<file path="src/hdl/wsp_pkg.sv">
/*
  Package for the weight stream slice parser: field widths, syntax
  element lengths, code values, states and the carried structs.
  Assumes a single core clock and a synchronous active-high reset.
*/
`default_nettype none

package wsp_pkg;

  // Command payload widths
  localparam int unsigned WSP_OFS_W = 48; // Byte offset in a memory region
  localparam int unsigned WSP_WLEN_W = 32; // Weight stream byte length
  localparam int unsigned WSP_SLEN_W = 20; // Scale stream byte length

  // Syntax element lengths in bits
  localparam logic [3:0] WSP_ZDIV_BITS = 4'h3;
  localparam logic [3:0] WSP_SLICELEN_BITS = 4'hF;
  localparam logic [3:0] WSP_WDIV_BITS = 4'h3;

  // Bit reader figures
  localparam logic [3:0] WSP_BYTE_BITS = 4'h8;
  localparam logic [3:0] WSP_WORD_BYTE_MASK = 4'hF; // 128-bit word = 16 bytes

  // Zero-run divisor codes
  localparam logic [2:0] WSP_ZDIV_MAX_SHIFT = 3'h3;
  localparam logic [2:0] WSP_ZDIV_NO_ZRUN = 3'h6;
  localparam logic [2:0] WSP_ZDIV_ALIGN = 3'h7;

  // Weight divisor codes
  localparam logic [2:0] WSP_WDIV_MAX_SHIFT = 3'h5;
  localparam logic [2:0] WSP_WDIV_UNCOMP = 3'h7;

  // Padding bit value
  localparam logic WSP_PAD_BIT = 1'b1;

  // Error codes
  localparam logic [2:0] WSP_ERR_NONE = 3'h0;
  localparam logic [2:0] WSP_ERR_ZDIV = 3'h1; // Reserved zero-run code
  localparam logic [2:0] WSP_ERR_WDIV = 3'h2; // Reserved weight divisor
  localparam logic [2:0] WSP_ERR_PAD = 3'h3; // Padding bit was zero
  localparam logic [2:0] WSP_ERR_PAL = 3'h4; // First slice without new palette
  localparam logic [2:0] WSP_ERR_TRUNC = 3'h5; // Stream ended inside an element
  localparam logic [2:0] WSP_ERR_ALIGN = 3'h6; // End not on 128-bit boundary

  // Parser states
  typedef enum logic [3:0] {
    WSP_IDLE,
    WSP_ZDIV,
    WSP_PAD,
    WSP_LEN,
    WSP_WDIV,
    WSP_TRUNC,
    WSP_NEWPAL,
    WSP_CHUNK
  } wsp_state_t;

  // Slice header as handed to the chunk decoder
  typedef struct packed {
    logic [15:0] slice_length; // Slice length, already plus one
    logic [2:0] zdiv; // Zero-run divisor code
    logic zrun_on; // Zero-run compression in use
    logic [7:0] zrun_div; // Zero-run divisor value
    logic [2:0] wdiv; // Weight divisor code
    logic w_uncomp; // Uncompressed weight indices
    logic [7:0] w_div; // Weight divisor value
    logic wtrunc; // Truncated unary quotient
    logic newpal; // Palette reloaded for this slice
  } wsp_hdr_t;

  // Stream and companion stream locations
  typedef struct packed {
    logic [WSP_OFS_W-1:0] wgt_ofs;
    logic [WSP_WLEN_W-1:0] wgt_len;
    logic [WSP_OFS_W-1:0] scl_ofs;
    logic [WSP_SLEN_W-1:0] scl_len;
  } wsp_cmd_t;

  // Whole parser state
  typedef struct packed {
    wsp_state_t state;
    wsp_cmd_t cmd;
    logic [7:0] byte_buf; // Unread bits sit at the low end
    logic [3:0] bits_left; // Unread bits in byte_buf
    logic [WSP_WLEN_W-1:0] fetched; // Bytes taken so far
    logic [WSP_OFS_W-1:0] fetch_addr;
    logic byte_ready;
    logic [14:0] acc; // Element being assembled, LSB first
    logic [3:0] acc_cnt;
    wsp_hdr_t work; // Header being assembled
    wsp_hdr_t hdr; // Header of the live slice
    logic first_slice;
    logic slot_bit; // Bit offered to the chunk decoder
    logic slot_valid;
    logic slice_start;
    logic pal_reload;
    logic busy;
    logic done;
    logic err;
    logic [2:0] err_code;
  } wsp_regs_t;

endpackage

`default_nettype wire

</file>
<file path="src/hdl/wsp_parser.sv">
/*
  Weight stream slice parser. Reads the compiled weight stream a byte at
  a time, splits it into slices, decodes each slice header and hands the
  remaining bits of a slice (extended palette header and chunks) one at
  a time to a chunk decoder that sits behind it.
  Assumes the byte source and the chunk decoder run on ref_clk_i, and
  that the chunk decoder says when it has taken a slice's last bit.
*/
`default_nettype none

module wsp_parser
  import wsp_pkg::*;
(
  input wire logic ref_clk_i,
  input wire logic srst_i,
  input wire logic start_i,
  input wire logic [WSP_OFS_W-1:0] second_weight_stream_offset_cmd_i,
  input wire logic [WSP_WLEN_W-1:0] second_weight_stream_length_cmd_i,
  input wire logic [WSP_OFS_W-1:0] second_scale_stream_offset_cmd_i,
  input wire logic [WSP_SLEN_W-1:0] second_scale_stream_length_cmd_i,
  output logic [WSP_OFS_W-1:0] fetch_addr_o,
  output logic byte_ready_o,
  input wire logic byte_valid_i,
  input wire logic [7:0] byte_i,
  output logic chunk_bit_o,
  output logic chunk_valid_o,
  input wire logic chunk_ready_i,
  input wire logic slice_done_i,
  output wsp_hdr_t hdr_o,
  output logic slice_start_o,
  output logic pal_reload_o,
  output logic [WSP_OFS_W-1:0] scale_offset_o,
  output logic [WSP_SLEN_W-1:0] scale_length_o,
  output logic busy_o,
  output logic done_o,
  output logic err_o,
  output logic [2:0] err_code_o
);

  // Divisor one shifted left by a code, used for both divisors
  // Reserved codes still give a value; the error path decides
  function automatic logic [7:0] div_of(input logic [2:0] code);
    div_of = 8'h01 << code;
  endfunction

  wsp_regs_t r; // Registered state
  wsp_regs_t r_nxt; // Next state

  logic have_bit; // A stream bit is ready in byte_buf
  logic cur_bit; // The next stream bit
  logic eos; // All bytes taken and buffer empty
  logic need_bits; // State consumes stream bits
  logic take; // A header or pad bit is consumed this cycle
  logic [14:0] elem; // Element with the current bit merged in
  logic elem_full; // Element completes with this bit

  // Bit reader view, element assembly and next state in one process
  // The byte buffer always holds unread bits at its low end, so
  // bit 0 is the next stream bit whatever the element being built.
  // Old high bits of acc are left in place between elements; each
  // element only ever reads the bits it has just filled.
  always_comb begin
    have_bit = (r.bits_left != 4'h0);
    cur_bit = r.byte_buf[0];
    eos = !have_bit && (r.fetched == r.cmd.wgt_len);
    need_bits = (r.state != WSP_IDLE) && (r.state != WSP_CHUNK || !r.slot_valid);
    take = have_bit && (r.state != WSP_IDLE) && (r.state != WSP_CHUNK);
    elem = r.acc;
    elem[r.acc_cnt] = cur_bit;
    elem_full = 1'b0;
    case (r.state)
      WSP_ZDIV: elem_full = (r.acc_cnt == WSP_ZDIV_BITS - 4'h1);
      WSP_LEN: elem_full = (r.acc_cnt == WSP_SLICELEN_BITS - 4'h1);
      WSP_WDIV: elem_full = (r.acc_cnt == WSP_WDIV_BITS - 4'h1);
      default: elem_full = 1'b1; // Single-bit elements
    endcase

    // Next-state logic for the whole parser
    // Pulses default low, everything else holds
    r_nxt = r;
    r_nxt.slice_start = 1'b0;
    r_nxt.pal_reload = 1'b0;
    r_nxt.done = 1'b0;

    // Byte intake, one handshake then ready drops
    // Never meets a bit take: ready only stands with an empty buffer
    if (r.byte_ready && byte_valid_i) begin
      r_nxt.byte_buf = byte_i;
      r_nxt.bits_left = WSP_BYTE_BITS;
      r_nxt.fetched = r.fetched + 32'h1;
      r_nxt.fetch_addr = r.fetch_addr + 48'h1;
    end

    // Consume one header or padding bit, low end first
    if (take) begin
      r_nxt.byte_buf = {1'b0, r.byte_buf[7:1]};
      r_nxt.bits_left = r.bits_left - 4'h1;
      r_nxt.acc = elem;
      r_nxt.acc_cnt = elem_full ? 4'h0 : r.acc_cnt + 4'h1;
    end

    // Chunk decoder takes the offered bit
    if (r.slot_valid && chunk_ready_i) begin
      r_nxt.slot_valid = 1'b0;
    end

    case (r.state)
      WSP_IDLE: begin
        // Latch stream locations from the command issuer
        if (start_i) begin
          r_nxt = '0;
          r_nxt.state = WSP_ZDIV;
          r_nxt.cmd.wgt_ofs = second_weight_stream_offset_cmd_i;
          r_nxt.cmd.wgt_len = second_weight_stream_length_cmd_i;
          r_nxt.cmd.scl_ofs = second_scale_stream_offset_cmd_i;
          r_nxt.cmd.scl_len = second_scale_stream_length_cmd_i;
          r_nxt.fetch_addr = second_weight_stream_offset_cmd_i;
          r_nxt.first_slice = 1'b1;
          r_nxt.busy = 1'b1;
        end
      end
      WSP_ZDIV: begin
        if (eos && r.acc_cnt == 4'h0) begin
          // End of stream only counts at the loop head
          r_nxt.state = WSP_IDLE;
          r_nxt.busy = 1'b0;
          r_nxt.done = 1'b1;
          if ((r.cmd.wgt_len[3:0] & WSP_WORD_BYTE_MASK) != 4'h0) begin
            r_nxt.err = 1'b1;
            r_nxt.err_code = WSP_ERR_ALIGN;
          end
        end else if (take && elem_full) begin
          r_nxt.work.zdiv = elem[2:0];
          r_nxt.work.zrun_div = div_of(elem[2:0]);
          r_nxt.work.zrun_on = (elem[2:0] <= WSP_ZDIV_MAX_SHIFT);
          if (elem[2:0] == WSP_ZDIV_ALIGN) begin
            r_nxt.state = WSP_PAD;
          end else if (elem[2:0] > WSP_ZDIV_MAX_SHIFT && elem[2:0] != WSP_ZDIV_NO_ZRUN) begin
            r_nxt.err = 1'b1;
            r_nxt.err_code = WSP_ERR_ZDIV;
            r_nxt.state = WSP_IDLE;
            r_nxt.busy = 1'b0;
            r_nxt.done = 1'b1;
          end else begin
            r_nxt.state = WSP_LEN;
          end
        end
      end
      WSP_PAD: begin
        // Byte boundary reached when the buffer is spent
        if (!have_bit) begin
          r_nxt.state = WSP_ZDIV;
          r_nxt.acc_cnt = 4'h0;
        end else if (cur_bit != WSP_PAD_BIT && !r.err) begin
          r_nxt.err = 1'b1;
          r_nxt.err_code = WSP_ERR_PAD;
        end
      end
      WSP_LEN: begin
        if (take && elem_full) begin
          r_nxt.work.slice_length = {1'b0, elem} + 16'h0001;
          r_nxt.state = WSP_WDIV;
        end
      end
      WSP_WDIV: begin
        if (take && elem_full) begin
          r_nxt.work.wdiv = elem[2:0];
          r_nxt.work.w_div = div_of(elem[2:0]);
          r_nxt.work.w_uncomp = (elem[2:0] == WSP_WDIV_UNCOMP);
          if (elem[2:0] > WSP_WDIV_MAX_SHIFT && elem[2:0] != WSP_WDIV_UNCOMP && !r.err) begin
            r_nxt.err = 1'b1;
            r_nxt.err_code = WSP_ERR_WDIV;
          end
          r_nxt.state = WSP_TRUNC;
        end
      end
      WSP_TRUNC: begin
        if (take) begin
          r_nxt.work.wtrunc = cur_bit;
          r_nxt.state = WSP_NEWPAL;
        end
      end
      WSP_NEWPAL: begin
        if (take) begin
          // Header complete: publish it for the whole slice
          r_nxt.hdr = r.work;
          r_nxt.hdr.newpal = cur_bit;
          r_nxt.slice_start = 1'b1;
          r_nxt.pal_reload = cur_bit;
          r_nxt.first_slice = 1'b0;
          if (r.first_slice && !cur_bit && !r.err) begin
            r_nxt.err = 1'b1;
            r_nxt.err_code = WSP_ERR_PAL;
          end
          r_nxt.state = WSP_CHUNK;
        end
      end
      WSP_CHUNK: begin
        // Decoder consumes palette and chunk bits at its own pace
        // One bit is offered ahead; only the decoder knows where the
        // slice ends, so a prefetched bit may have to go back.
        // The top of byte_buf is zero once read, so shifting the bit
        // back in loses nothing.
        if (slice_done_i) begin
          // Give back a bit offered but not taken
          if (r.slot_valid && !chunk_ready_i) begin
            r_nxt.byte_buf = {r.byte_buf[6:0], r.slot_bit};
            r_nxt.bits_left = r.bits_left + 4'h1;
          end
          r_nxt.slot_valid = 1'b0;
          r_nxt.acc_cnt = 4'h0;
          r_nxt.state = WSP_ZDIV;
        end else if (have_bit && (!r.slot_valid || chunk_ready_i)) begin
          r_nxt.slot_bit = cur_bit;
          r_nxt.slot_valid = 1'b1;
          r_nxt.byte_buf = {1'b0, r.byte_buf[7:1]};
          r_nxt.bits_left = r.bits_left - 4'h1;
        end
      end
      default: r_nxt.state = WSP_IDLE;
    endcase

    // Running dry inside an element ends the stream in error
    // Padding may run dry safely: the buffer ends on a byte boundary.
    // A byte landing in this very cycle still rescues the element.
    if (r.state != WSP_IDLE && r.state != WSP_ZDIV && r.state != WSP_PAD && eos
        && !(r.byte_ready && byte_valid_i)) begin
      r_nxt.state = WSP_IDLE;
      r_nxt.busy = 1'b0;
      r_nxt.done = 1'b1;
      r_nxt.slot_valid = 1'b0;
      r_nxt.err = 1'b1;
      r_nxt.err_code = WSP_ERR_TRUNC;
    end else if (r.state == WSP_ZDIV && r.acc_cnt != 4'h0 && eos) begin
      r_nxt.state = WSP_IDLE;
      r_nxt.busy = 1'b0;
      r_nxt.done = 1'b1;
      r_nxt.err = 1'b1;
      r_nxt.err_code = WSP_ERR_TRUNC;
    end

    // Ask for a byte only when the buffer will be empty and bits are wanted
    // Computed from the next state so ready is itself a flop output.
    // Padding never fetches: it only spends the bits already held.
    // A held chunk bit blocks the fetch, keeping room for a give-back.
    r_nxt.byte_ready = (r_nxt.bits_left == 4'h0) && (r_nxt.state != WSP_IDLE)
                       && (r_nxt.state != WSP_PAD)
                       && (r_nxt.state != WSP_CHUNK || !r_nxt.slot_valid)
                       && (r_nxt.fetched != r_nxt.cmd.wgt_len);
  end

  // Parser state register
  // Synchronous reset clears every field, outputs included
  always_ff @(posedge ref_clk_i) begin
    if (srst_i) begin
      r <= '0;
    end else begin
      r <= r_nxt;
    end
  end

  // Outputs straight from state flops
  // No output logic after the register, so no glitches reach pins
  assign fetch_addr_o = r.fetch_addr;
  assign byte_ready_o = r.byte_ready;
  assign chunk_bit_o = r.slot_bit;
  assign chunk_valid_o = r.slot_valid;
  assign hdr_o = r.hdr;
  assign slice_start_o = r.slice_start;
  assign pal_reload_o = r.pal_reload;
  assign scale_offset_o = r.cmd.scl_ofs;
  assign scale_length_o = r.cmd.scl_len;
  assign busy_o = r.busy;
  assign done_o = r.done;
  assign err_o = r.err;
  assign err_code_o = r.err_code;

endmodule

`default_nettype wire

</file>
<file path="config.mk">
export PLATFORM = sky130hd
export DESIGN_NAME = wsp_parser
export DESIGN_NICKNAME = d
export VERILOG_FILES = /design/src/hdl/wsp_pkg.sv /design/src/hdl/wsp_parser.sv
export SDC_FILE = /design/constraint.sdc
export NUM_CORES = 1
export LEC_CHECK = 0
export CAP_MARGIN = 25
export CORE_MARGIN = 3
export CORE_UTILIZATION = 45
export CTS_CLUSTER_SIZE = 20
export DETAILED_ROUTE_END_ITERATION = 12
export DONT_BUFFER_PORTS = 1
export MAX_ROUTING_LAYER = met4
export PLACE_DENSITY = 0.59
export SLEW_MARGIN = 0
export SYNTH_ARGS = -nofsm -noshare
export SYNTH_HDL_FRONTEND = slang
export SYNTH_SLANG_ARGS = --single-unit
</file>
<file path="constraint.sdc">
create_clock -name ref_clk_i -period 3.17 [get_ports ref_clk_i]
set_input_delay 0.634 -clock ref_clk_i [delete_from_list [all_inputs] [get_ports ref_clk_i]]
set_output_delay 0.634 -clock ref_clk_i [all_outputs]
set_load 0.01 [all_outputs]
</file>
* Word level (Yosys, flattened, before mapping)
Cells that the tools add are included.
** Operators by class
- Shift operators :: 1
- Muxes and demuxes :: 65
- $lt $le $gt $ge :: 5
- Reduce and logical (&&, ||, !) cells :: 63
- Eq/ne operators :: 47
- $add $sub $neg :: 6
- Bitwise operators :: 1
** Operator list (number)
- 359-bit 2-to-1 mux :: 1
- 100-bit 2-to-1 mux :: 1
- 96-bit 2-to-1 mux :: 1
- 92-bit 2-to-1 mux :: 1
- 43-bit one-hot mux with 2 select lines :: 1
- 12-bit 2-to-1 mux :: 7
- 4-bit 2-to-1 mux :: 21
- 12-bit one-hot mux with 2 select lines :: 3
- 48-bit by 1-bit adder with 48-bit output, second input constant :: 1
- 43-bit 2-to-1 mux :: 1
- 32-bit by 1-bit adder with 32-bit output, second input constant :: 1
- 32-bit equality test :: 1
- 32-bit != test :: 1
- 16-bit one-hot mux with 2 select lines :: 1
- 4-bit one-hot mux with 8 select lines :: 1
- 4-bit != test, second input constant :: 7
- 1-bit logical AND :: 26
- 2-bit != test, second input constant :: 13
- 6-bit 2-to-1 mux :: 4
- 12-bit AND reduction :: 2
- 5-bit by 4-bit != test with 1-bit output, second input constant :: 4
- 4-bit one-hot mux with 5 select lines :: 1
- 4-bit nonzero test :: 5
- 19-bit 2-to-1 mux :: 1
- 40 further kinds :: 82
** Storage, ports and cells
- Bits in registers :: 358
- Word-level logic and storage cells :: 227
- Bits of input ports :: 162
- Output and inout bits :: 169

* Logic depth before layout (Yosys ltp)
Gate-level depths: netlist of run 1.
- Word-level depth :: 19
- Gate-level depth with buffers :: 13
- Gate-level depth less buffers :: 13

* Worst setup path before layout of run 1
No wires, ideal clock.
- Path type :: reg-to-reg
- From :: reg r[95] in the netlist's numbering
- To :: reg r (netlist bit err_code_o[1])
- Stages on the path, launching flop included :: 14
- Clock period less this slack :: 3.080 ns
- Arrival :: 2.968 ns
- Library setup time :: 0.112 ns
- Slack :: 0.090 ns
- Path through :: dfxtp_1 -> inv_1 -> ha_1 -> nor3b_1 -> mux2i_1 -> clkbuf_1 -> inv_1 -> ha_1 -> a211oi_1 -> and4_1 -> a211o_1 -> and2_1 -> a21oi_1 -> a2111oi_1
** Between the ends
- Cells in the longest elaborated chain, start to end :: 10
** RTL lines
- from (decl) :: RTL line wsp_parser.sv:46 : wsp_regs_t r;
- from (signal assigned) :: RTL line wsp_parser.sv:258 : r <= r_nxt;
- 4-bit by 5-bit < comparator with 1-bit output (implied by the code) or 4-bit by 1-bit >= comparator with 1-bit output (tied branches) :: RTL line wsp_parser.sv:69 : elem[r.acc_cnt] = cur_bit;
- 1-bit logical AND (implied by the code) :: RTL line wsp_parser.sv:69
- 1-bit 2-to-1 mux (implied by the code) :: RTL line wsp_parser.sv:69
- 1-bit demux with 4-bit select :: RTL line wsp_parser.sv:69
- 15-bit bitwise mux :: RTL line wsp_parser.sv:69
- 3-bit greater-than comparator or 3-bit != test (tied branches) :: RTL line wsp_parser.sv:170 : if (elem[2:0] > WSP_WDIV_MAX_SHIFT && elem[2:0] != WSP_WDIV_UNCOMP && !r.err) begin
- 1-bit logical AND (2 in series) :: RTL line wsp_parser.sv:170
- 2-bit != test (no line)
- 12-bit AND reduction (no line)
Several ways; a longest one is shown, not always the timed one.
A chain may end at the register's enable or synchronous reset.

* Worst setup path after layout of run 1
- From :: reg r[95] in the netlist's numbering
- To :: reg r[90] in the netlist's numbering
** Between the ends
- Cells in the longest elaborated chain, start to end :: 8
** RTL lines
- 4-bit by 5-bit < comparator with 1-bit output (implied by the code) or 4-bit by 1-bit >= comparator with 1-bit output (tied branches) :: RTL line wsp_parser.sv:69
- 1-bit logical AND (implied by the code) :: RTL line wsp_parser.sv:69
- 1-bit 2-to-1 mux (implied by the code) :: RTL line wsp_parser.sv:69
- 1-bit demux with 4-bit select :: RTL line wsp_parser.sv:69
- 15-bit bitwise mux :: RTL line wsp_parser.sv:69
- 15-bit by 1-bit adder with 16-bit output :: RTL line wsp_parser.sv:161 : r_nxt.work.slice_length = {1'b0, elem} + 16'h0001;
- 16-bit 2-to-1 mux :: RTL line wsp_parser.sv:160 : if (take && elem_full) begin
- 16-bit one-hot mux with 2 select lines :: RTL line wsp_parser.sv:107 : case (r.state)
Several ways; a longest one is shown, not always the timed one. The select of a mux whose other input is x is not followed.

==> impl_metrics.toml, run 1 <==
[yosys]
synth_seq_cells = 308
synth-seq-area-share_pct = 38.6
postSynthNetCount = 2190
syn-mean-instance-area_sq_um = 7.91
syn-cell-area_sq_um = 16000
yosysUniqueCellTypes = 84
synth_cells = 2016
ys.warnings.count = 0
synth_edf_count = 0
synth_ff_type = "sky130_fd_sc_hd__dfxtp_1"
async_reset_ff_share_pct = 0

[power]
worst_ir_drop_vdd_v = 0.000481
power.leakage_nw = 5.87
power.sequential.fraction_pct = 40.0
power.density_nw_per_um2 = 651
power.share.combinational_pct = 15.9
sw_frac_of_total_pct = 27.2
clock_power_share_pct = 44.2
switchingPower_w = 0.00297
internal_power_w = 0.00796

[die]
die_area_sq_um = 37700
core.rowCount = 68
initial_utilization_pct = 46.0
number_of_placed_i_o_pins = 331
fp.dieW_um = 194
floorplan.die.height_um = 194
placeableCoreArea_sq_um = 34700

[global_route]
via_count_of_the_first_global_routing_pass = 12419
largest_net_degree_at_the_start_of_global_routing = 250
antenna_found_initial = 0
track_usage_pct = 22.5
grt_overflow_total = 0
grt_pass1_wl_um = 68000

[clocking]
number_of_buffers_created_by_cts = 37
clock-root-buffer = "sky130_fd_sc_hd__clkbuf_16"
cts.hold.buffers_added = 0
clk_pin_slew_ps = 60
cts_tree = "done"
clock_sink_count = 308
h-tree-depth = 2
insertion_delay_of_the_later_clocked_pin_in_the_worst_skew_pair_ps = 550
cts_buffer_depth = 3

[route]
total_wirelength_of_the_detailed_routed_design_um = 43000
final_antenna_net_count = 0
post_drt_wl_per_cell_um = 18.7
routed_via_density = 5.65
vias = 13038
post-route-drc-count = 0
detail_route.first_pass.iterations = 5
detailedRoute.firstIterationViolations = 826

[worst_setup_path]
critical_path_arrival_ps = 3490
endpoint_kind = "flip-flop"
slowest_delay_ps = 460
critical_path.cell_chain = "inv_1 > ha_1 > or3b_1 > mux2i_4 > buf_4 > nor4_4 > nor4b_4 > nand2_1 > or4_1 > xor2_1 > a22o_1"
kind_of_critical_path = "flip-flop to flip-flop"
worst_path_dominant_cell_family = "simple AND/OR/NAND/NOR gates"
worstSetupStartpointType = "flip-flop"
critPathSlowestCell = "sky130_fd_sc_hd__or4_1"
required_ps = 3610
critPathBufInv = 2
worstPathMaxFanout = 4

[timing]
timing.final.crit_share_pct = 96.3
skew_ps = 20.9
finalHoldViolations = 0
min_tclk_post_route_ps = 3050
crit_path_setup_slack_layout_ps = 117
maxSlewHeadroom_pct = 45.5
timing.final.setup_violations = 0
timing_max_transition_violations_final = 0
hold_ws_ps = 173
max_clock_freq_mhz = 328
tightestPinTransition_ps = 818

[cells_and_area]
post-route-cell-area_sq_um = 16800
num_antenna_cells = 0
final.fill_count = 3387
final_core_utilization_pct = 48.4
share_of_cells_above_drive_strength_1_pct = 9.13
layout.nets = 1997
layout_common_cells = "sky130_fd_sc_hd__nand2_1, sky130_fd_sc_hd__dfxtp_1, sky130_fd_sc_hd__nor2_1"
most_common_cell_after_layout_fill_and_taps_aside = "sky130_fd_sc_hd__nand2_1"
area_growth_syn_to_layout_pct = 5.32

[placed_design]
place_ws_ps = 20.8
dpl.hpwl_um = 30800
gp_congestion = 0.917
detailed_place.area_sq_um = 15300
port_buffers = 0

[status]
run_status = "completed"

[flow_run]
maxCapViolCount = 0

[hold_path]
min_path_type = "input port to flip-flop"
-- final timing paths --
kind,startpoint,to,slack [ps],cells past startpoint
worst min-delay path,srst_i,hdr_o[18]$_SDFFE_PP0P_,170,1
worst max-delay path,r[95]$_SDFF_PP0_,r[90]$_SDFFE_PP0P_,120,11
worst max register to register,r[95]$_SDFF_PP0_,r[90]$_SDFFE_PP0P_,120,11
worst min register to register,r[61]$_SDFFE_PP0P_,r[61]$_SDFFE_PP0P_,450,2
-- synth_stat cells (4+ instances only) --
library cell,count,share of area [%]
sky130_fd_sc_hd__nand3b_1,5,0.24
sky130_fd_sc_hd__a22o_1,8,0.44
sky130_fd_sc_hd__nand3_1,94,2.9
sky130_fd_sc_hd__and2_1,12,0.47
sky130_fd_sc_hd__inv_1,20,0.47
sky130_fd_sc_hd__or3_1,20,0.78
sky130_fd_sc_hd__a311oi_1,13,0.71
sky130_fd_sc_hd__ha_1,12,0.94
sky130_fd_sc_hd__buf_1,13,0.31
sky130_fd_sc_hd__xnor3_1,4,0.56
sky130_fd_sc_hd__a211oi_1,58,2.7
sky130_fd_sc_hd__a21oi_1,178,5.6
sky130_fd_sc_hd__xor2_1,60,3.3
sky130_fd_sc_hd__nor4_1,19,0.75
sky130_fd_sc_hd__and3_1,14,0.55
sky130_fd_sc_hd__clkbuf_1,115,2.7
sky130_fd_sc_hd__nor2_1,200,4.7
sky130_fd_sc_hd__mux2_2,5,0.35
sky130_fd_sc_hd__nor2b_1,14,0.55
sky130_fd_sc_hd__and4_1,15,0.82
sky130_fd_sc_hd__nor3b_1,7,0.33
sky130_fd_sc_hd__nand2_1,329,7.7
sky130_fd_sc_hd__nor3_1,30,0.94
sky130_fd_sc_hd__o31ai_1,5,0.24
sky130_fd_sc_hd__dfxtp_1,308,39
sky130_fd_sc_hd__xnor2_1,67,3.7
sky130_fd_sc_hd__a222oi_1,7,0.44
sky130_fd_sc_hd__or4_1,10,0.47
sky130_fd_sc_hd__nand4_1,36,1.4
sky130_fd_sc_hd__o21ai_0,28,0.88
sky130_fd_sc_hd__mux2i_1,15,0.94
sky130_fd_sc_hd__buf_2,9,0.28
sky130_fd_sc_hd__a211o_1,4,0.22
sky130_fd_sc_hd__a221oi_1,4,0.22
sky130_fd_sc_hd__nand2b_1,13,0.51
sky130_fd_sc_hd__a31oi_1,23,0.90
sky130_fd_sc_hd__a22oi_1,13,0.61
sky130_fd_sc_hd__buf_4,162,7.6
-- per-layer routing --
| metal | track usage, % | part of all wire, % |
|---|---|---|
| met2 | 34.2 | 44 |
| met1 | 29.3 | 45 |
| met4 | 7.29 | 2.4 |
| met3 | 6.12 | 8.4 |
| met5 | - | 0 |
-- what timing repair did --
action                                  4_1_cts  5_1_grt
gates resized for setup                       1       10
buffers inserted                              0        1
endpoints found under the setup margin        1        9
-- worst register-to-register path: stages, from the launching register on --
cell and delay, ps:
sky130_fd_sc_hd__dfxtp_1 310, sky130_fd_sc_hd__inv_1 80, sky130_fd_sc_hd__ha_1 210, sky130_fd_sc_hd__or3b_1 440, sky130_fd_sc_hd__mux2i_4 230, sky130_fd_sc_hd__buf_4 160
sky130_fd_sc_hd__nor4_4 300, sky130_fd_sc_hd__nor4b_4 290, sky130_fd_sc_hd__nand2_1 110, sky130_fd_sc_hd__or4_1 460, sky130_fd_sc_hd__xor2_1 170, sky130_fd_sc_hd__a22o_1 190
-- cell families (layout without fill, tap and decap cells) --
group,Yosys count,count (layout),share of synthesized area [%]
buf+inv,321,156,11.5
other cells,1,1,0.0235
xor+xnor,131,131,7.54
flops,308,308,38.6
mux,22,22,1.53
simple gates,845,845,25.0
compound gates,376,376,14.8
fa+ha+maj,12,12,0.941
-- metrics by stage --
stage | instances | power (W) | setup TNS (ps)
after global placement | 2238 | 0.00611 | 0
after detailed placement | 2238 | 0.00614 | 0
after CTS | 2305 | 0.0110 | 0
final | 2306 | 0.0109 | 0
after floorplan | 2016 | 0.00575 | 0
after global routing | 2306 | 0.0114 | -68.8
-- sequential cells by signal, indices dropped and copies added (netlist names) --
signal / flops
chunk_valid_o: 1
pal_reload_o: 1
err_o: 1
slice_start_o: 1
err_code_o: 3
byte_ready_o: 1
scale_length_o: 20
scale_offset_o: 48
cur_bit: 1
fetch_addr_o: 48
hdr_o: 41
chunk_bit_o: 1
done_o: 1
r: 139
busy_o: 1
-- power groups by stage --
stage	Clock, W	Sequential [W]	Combinational, W
global route	0.00509	0.00440	0.00192
CTS	0.00495	0.00437	0.00170
floorplan	0	0.00433	0.00142
global placement	0	0.00445	0.00166
detailed placement	0	0.00445	0.00169
finish	0.00483	0.00437	0.00174
-- cell type report --
class,count,area [sq um],area share (%)
clock buffer,52,1090,6.52
clock inverter,15,312,1.85
sequential,308,6170,36.7
multi-input combinational,1387,8030,47.8
tap,455,569,3.39
inverter,20,75.1,0.447
timing repair buffer,69,556,3.31
(Power assumes the default switching activity.)
==> inputs of run 2 (changes only) <==
--- a/config.mk
+++ b/config.mk
@@ -12,7 +12,7 @@
 export DETAILED_ROUTE_END_ITERATION = 12
 export DONT_BUFFER_PORTS = 1
 export MAX_ROUTING_LAYER = met4
-export PLACE_DENSITY = 0.59
+export PLACE_DENSITY = 0.57
 export SLEW_MARGIN = 0
 export SYNTH_ARGS = -nofsm -noshare
 export SYNTH_HDL_FRONTEND = slang
==> constraint.sdc (replaced) <==
create_clock -name ref_clk_i -period 3 [get_ports ref_clk_i]
set_input_delay 0.6 -clock ref_clk_i [delete_from_list [all_inputs] [get_ports ref_clk_i]]
set_output_delay 0.6 -clock ref_clk_i [all_outputs]
set_load 0.01 [all_outputs]
==> impl_metrics.toml, run 2 (synthesis results as in run 1) <==
[route]
final_antenna_net_count = 0
routed_via_density = 5.61
post_drt_wl_per_cell_um = 18.7
post-route-drc-count = 0
total_wirelength_of_the_detailed_routed_design_um = 43900
vias = 13163
detail_route.first_pass.iterations = 5
detailedRoute.firstIterationViolations = 735

[power]
switchingPower_w = 0.00319
power.share.combinational_pct = 17.7
sw_frac_of_total_pct = 28.4
power.sequential.fraction_pct = 41.1
power.leakage_nw = 6.02
internal_power_w = 0.00802
power.density_nw_per_um2 = 658
clock_power_share_pct = 41.2
worst_ir_drop_vdd_v = 0.000354

[timing]
skew_ps = 11.8
tightestPinTransition_ps = 915
finalHoldViolations = 0
maxSlewHeadroom_pct = 39.0
min_tclk_post_route_ps = 2900
crit_path_setup_slack_layout_ps = 96.1
timing.final.crit_share_pct = 96.8
hold_ws_ps = 141
timing_max_transition_violations_final = 0
setup_repair_after_global_routing_missed_its_margin = "yes"
setup-tns-final_ps = 0
timing.final.setup_violations = 0
max_clock_freq_mhz = 344

[cells_and_area]
final.fill_count = 3409
layout.nets = 2035
largest_register_ff_count = 139
area_growth_syn_to_layout_pct = 6.77
most_common_cell_after_layout_fill_and_taps_aside = "sky130_fd_sc_hd__nand2_1"
final_core_utilization_pct = 49.1
register_with_the_most_flip_flops = "r"
num_antenna_cells = 0
share_of_cells_above_drive_strength_1_pct = 11.5
multiInputGateArea_sq_um = 8100
register_area_sq_um = 6170
layout_common_cells = "sky130_fd_sc_hd__nand2_1, sky130_fd_sc_hd__dfxtp_1, sky130_fd_sc_hd__nor2_1"

[clocking]
cts_buffer_depth = 3
h-tree-depth = 2
number_of_buffers_created_by_cts = 37
insertion_delay_of_the_later_clocked_pin_in_the_worst_skew_pair_ps = 540
clock-root-buffer = "sky130_fd_sc_hd__clkbuf_16"
cts_tree = "done"
cts.hold.buffers_added = 0
clock_sink_count = 308
clk_pin_slew_ps = 60

[hold_path]
min_delay_worst_endpoint = "hdr_o[19]$_SDFFE_PP0P_"
min_path_cells = 1
min_from = "srst_i"
min_path_type = "input port to flip-flop"

[global_route]
grt_overflow_total = 0
grt_pass1_wl_um = 69900
largest_net_degree_at_the_start_of_global_routing = 250
antenna_found_initial = 0
track_usage_pct = 23.1
via_count_of_the_first_global_routing_pass = 12584

[worst_setup_path]
kind_of_critical_path = "flip-flop to flip-flop"
r2r_cells = 11
regToRegEndpoint = "r[90]$_SDFFE_PP0P_"
required_ps = 3430
endpoint_kind = "flip-flop"
reg2reg_from = "r[95]$_SDFF_PP0_"
worstPathMaxFanout = 3
critical_path_arrival_ps = 3340
worstSetupStartpointType = "flip-flop"
reg2reg_slack_ps = 100

[die]
floorplan.die.height_um = 194
number_of_placed_i_o_pins = 331
initial_utilization_pct = 46.0
die_area_sq_um = 37700
fp.dieW_um = 194
core.rowCount = 68
placeableCoreArea_sq_um = 34700

[placed_design]
dpl.hpwl_um = 31300
gp_congestion = 0.901
place_ws_ps = -56.4
port_buffers = 0

[flow_run]
maxCapViolCount = 0

[status]
run_status = "completed"
==> run 2: power groups by stage <==
stage / sequential (W) / clock (W) / combinational, W
2_1_floorplan: 0.00458 / 0 / 0.00150
3_3_place_gp: 0.00469 / 0 / 0.00186
3_5_place_dp: 0.00469 / 0 / 0.00188
4_1_cts: 0.00461 / 0.00476 / 0.00191
5_1_grt: 0.00465 / 0.00490 / 0.00220
6_report: 0.00461 / 0.00461 / 0.00198
==> run 2: per-stage QoR <==
step	total power, W	instances	area, sq um
floorplan	0.00608	2016	16000
global placement	0.00654	2271	15600
detailed placement	0.00658	2271	15600
CTS	0.0113	2340	16900
global route	0.0117	2345	17000
finish	0.0112	2345	17000
==> run 2: what timing repair did <==
| item | CTS | global route |
|---|---|---|
| buffers inserted | 1 | 5 |
| resized for setup | 3 | 31 |
| setup endpoints to repair | 2 | 22 |
| pin swaps | 0 | 7 |
==> run 2: worst max-delay path by stage <==
stage                           from                         end  slack, ps
global placement    r[95]$_SDFF_PP0_  err_code_o[2]$_SDFFE_PP0P_        100
global route        r[95]$_SDFF_PP0_          r[90]$_SDFFE_PP0P_        -70
floorplan           r[95]$_SDFF_PP0_  err_code_o[1]$_SDFFE_PP0P_         20
CTS                 r[95]$_SDFF_PP0_  err_code_o[1]$_SDFFE_PP0P_         30
finish              r[95]$_SDFF_PP0_          r[90]$_SDFFE_PP0P_        100
detailed placement  r[95]$_SDFF_PP0_  err_code_o[1]$_SDFFE_PP0P_        -60
==> run 2: worst max-delay path, stage by stage, from the launching register on <==
cell and delay, ps:
sky130_fd_sc_hd__dfxtp_2 330, sky130_fd_sc_hd__inv_2 80, sky130_fd_sc_hd__ha_4 130, sky130_fd_sc_hd__or3b_4 400
sky130_fd_sc_hd__mux2i_4 200, sky130_fd_sc_hd__buf_6 130, sky130_fd_sc_hd__nor4_4 270, sky130_fd_sc_hd__nor4b_4 290
sky130_fd_sc_hd__nand2_1 110, sky130_fd_sc_hd__or4_4 530, sky130_fd_sc_hd__xor2_1 150, sky130_fd_sc_hd__a22o_1 180
==> run 2: layer usage <==
metal / part of all wire, % / wire length (um) / track usage (%)
met1: 45 / 19800 / 30.7
met2: 44 / 19500 / 35.0
met3: 8.2 / 3590 / 5.81
met4: 2.2 / 988 / 6.86
met5: 0 / 0 / -
==> run 2: layout make-up <==
cell class	instances	share of cell area (%)
Clock buffer	56	6.57
Tap cell	455	3.34
Inverter	20	0.455
Multi-Input combinational cell	1387	47.6
Sequential cell	308	36.2
Timing Repair Buffer	107	4.98
Clock inverter	12	0.867
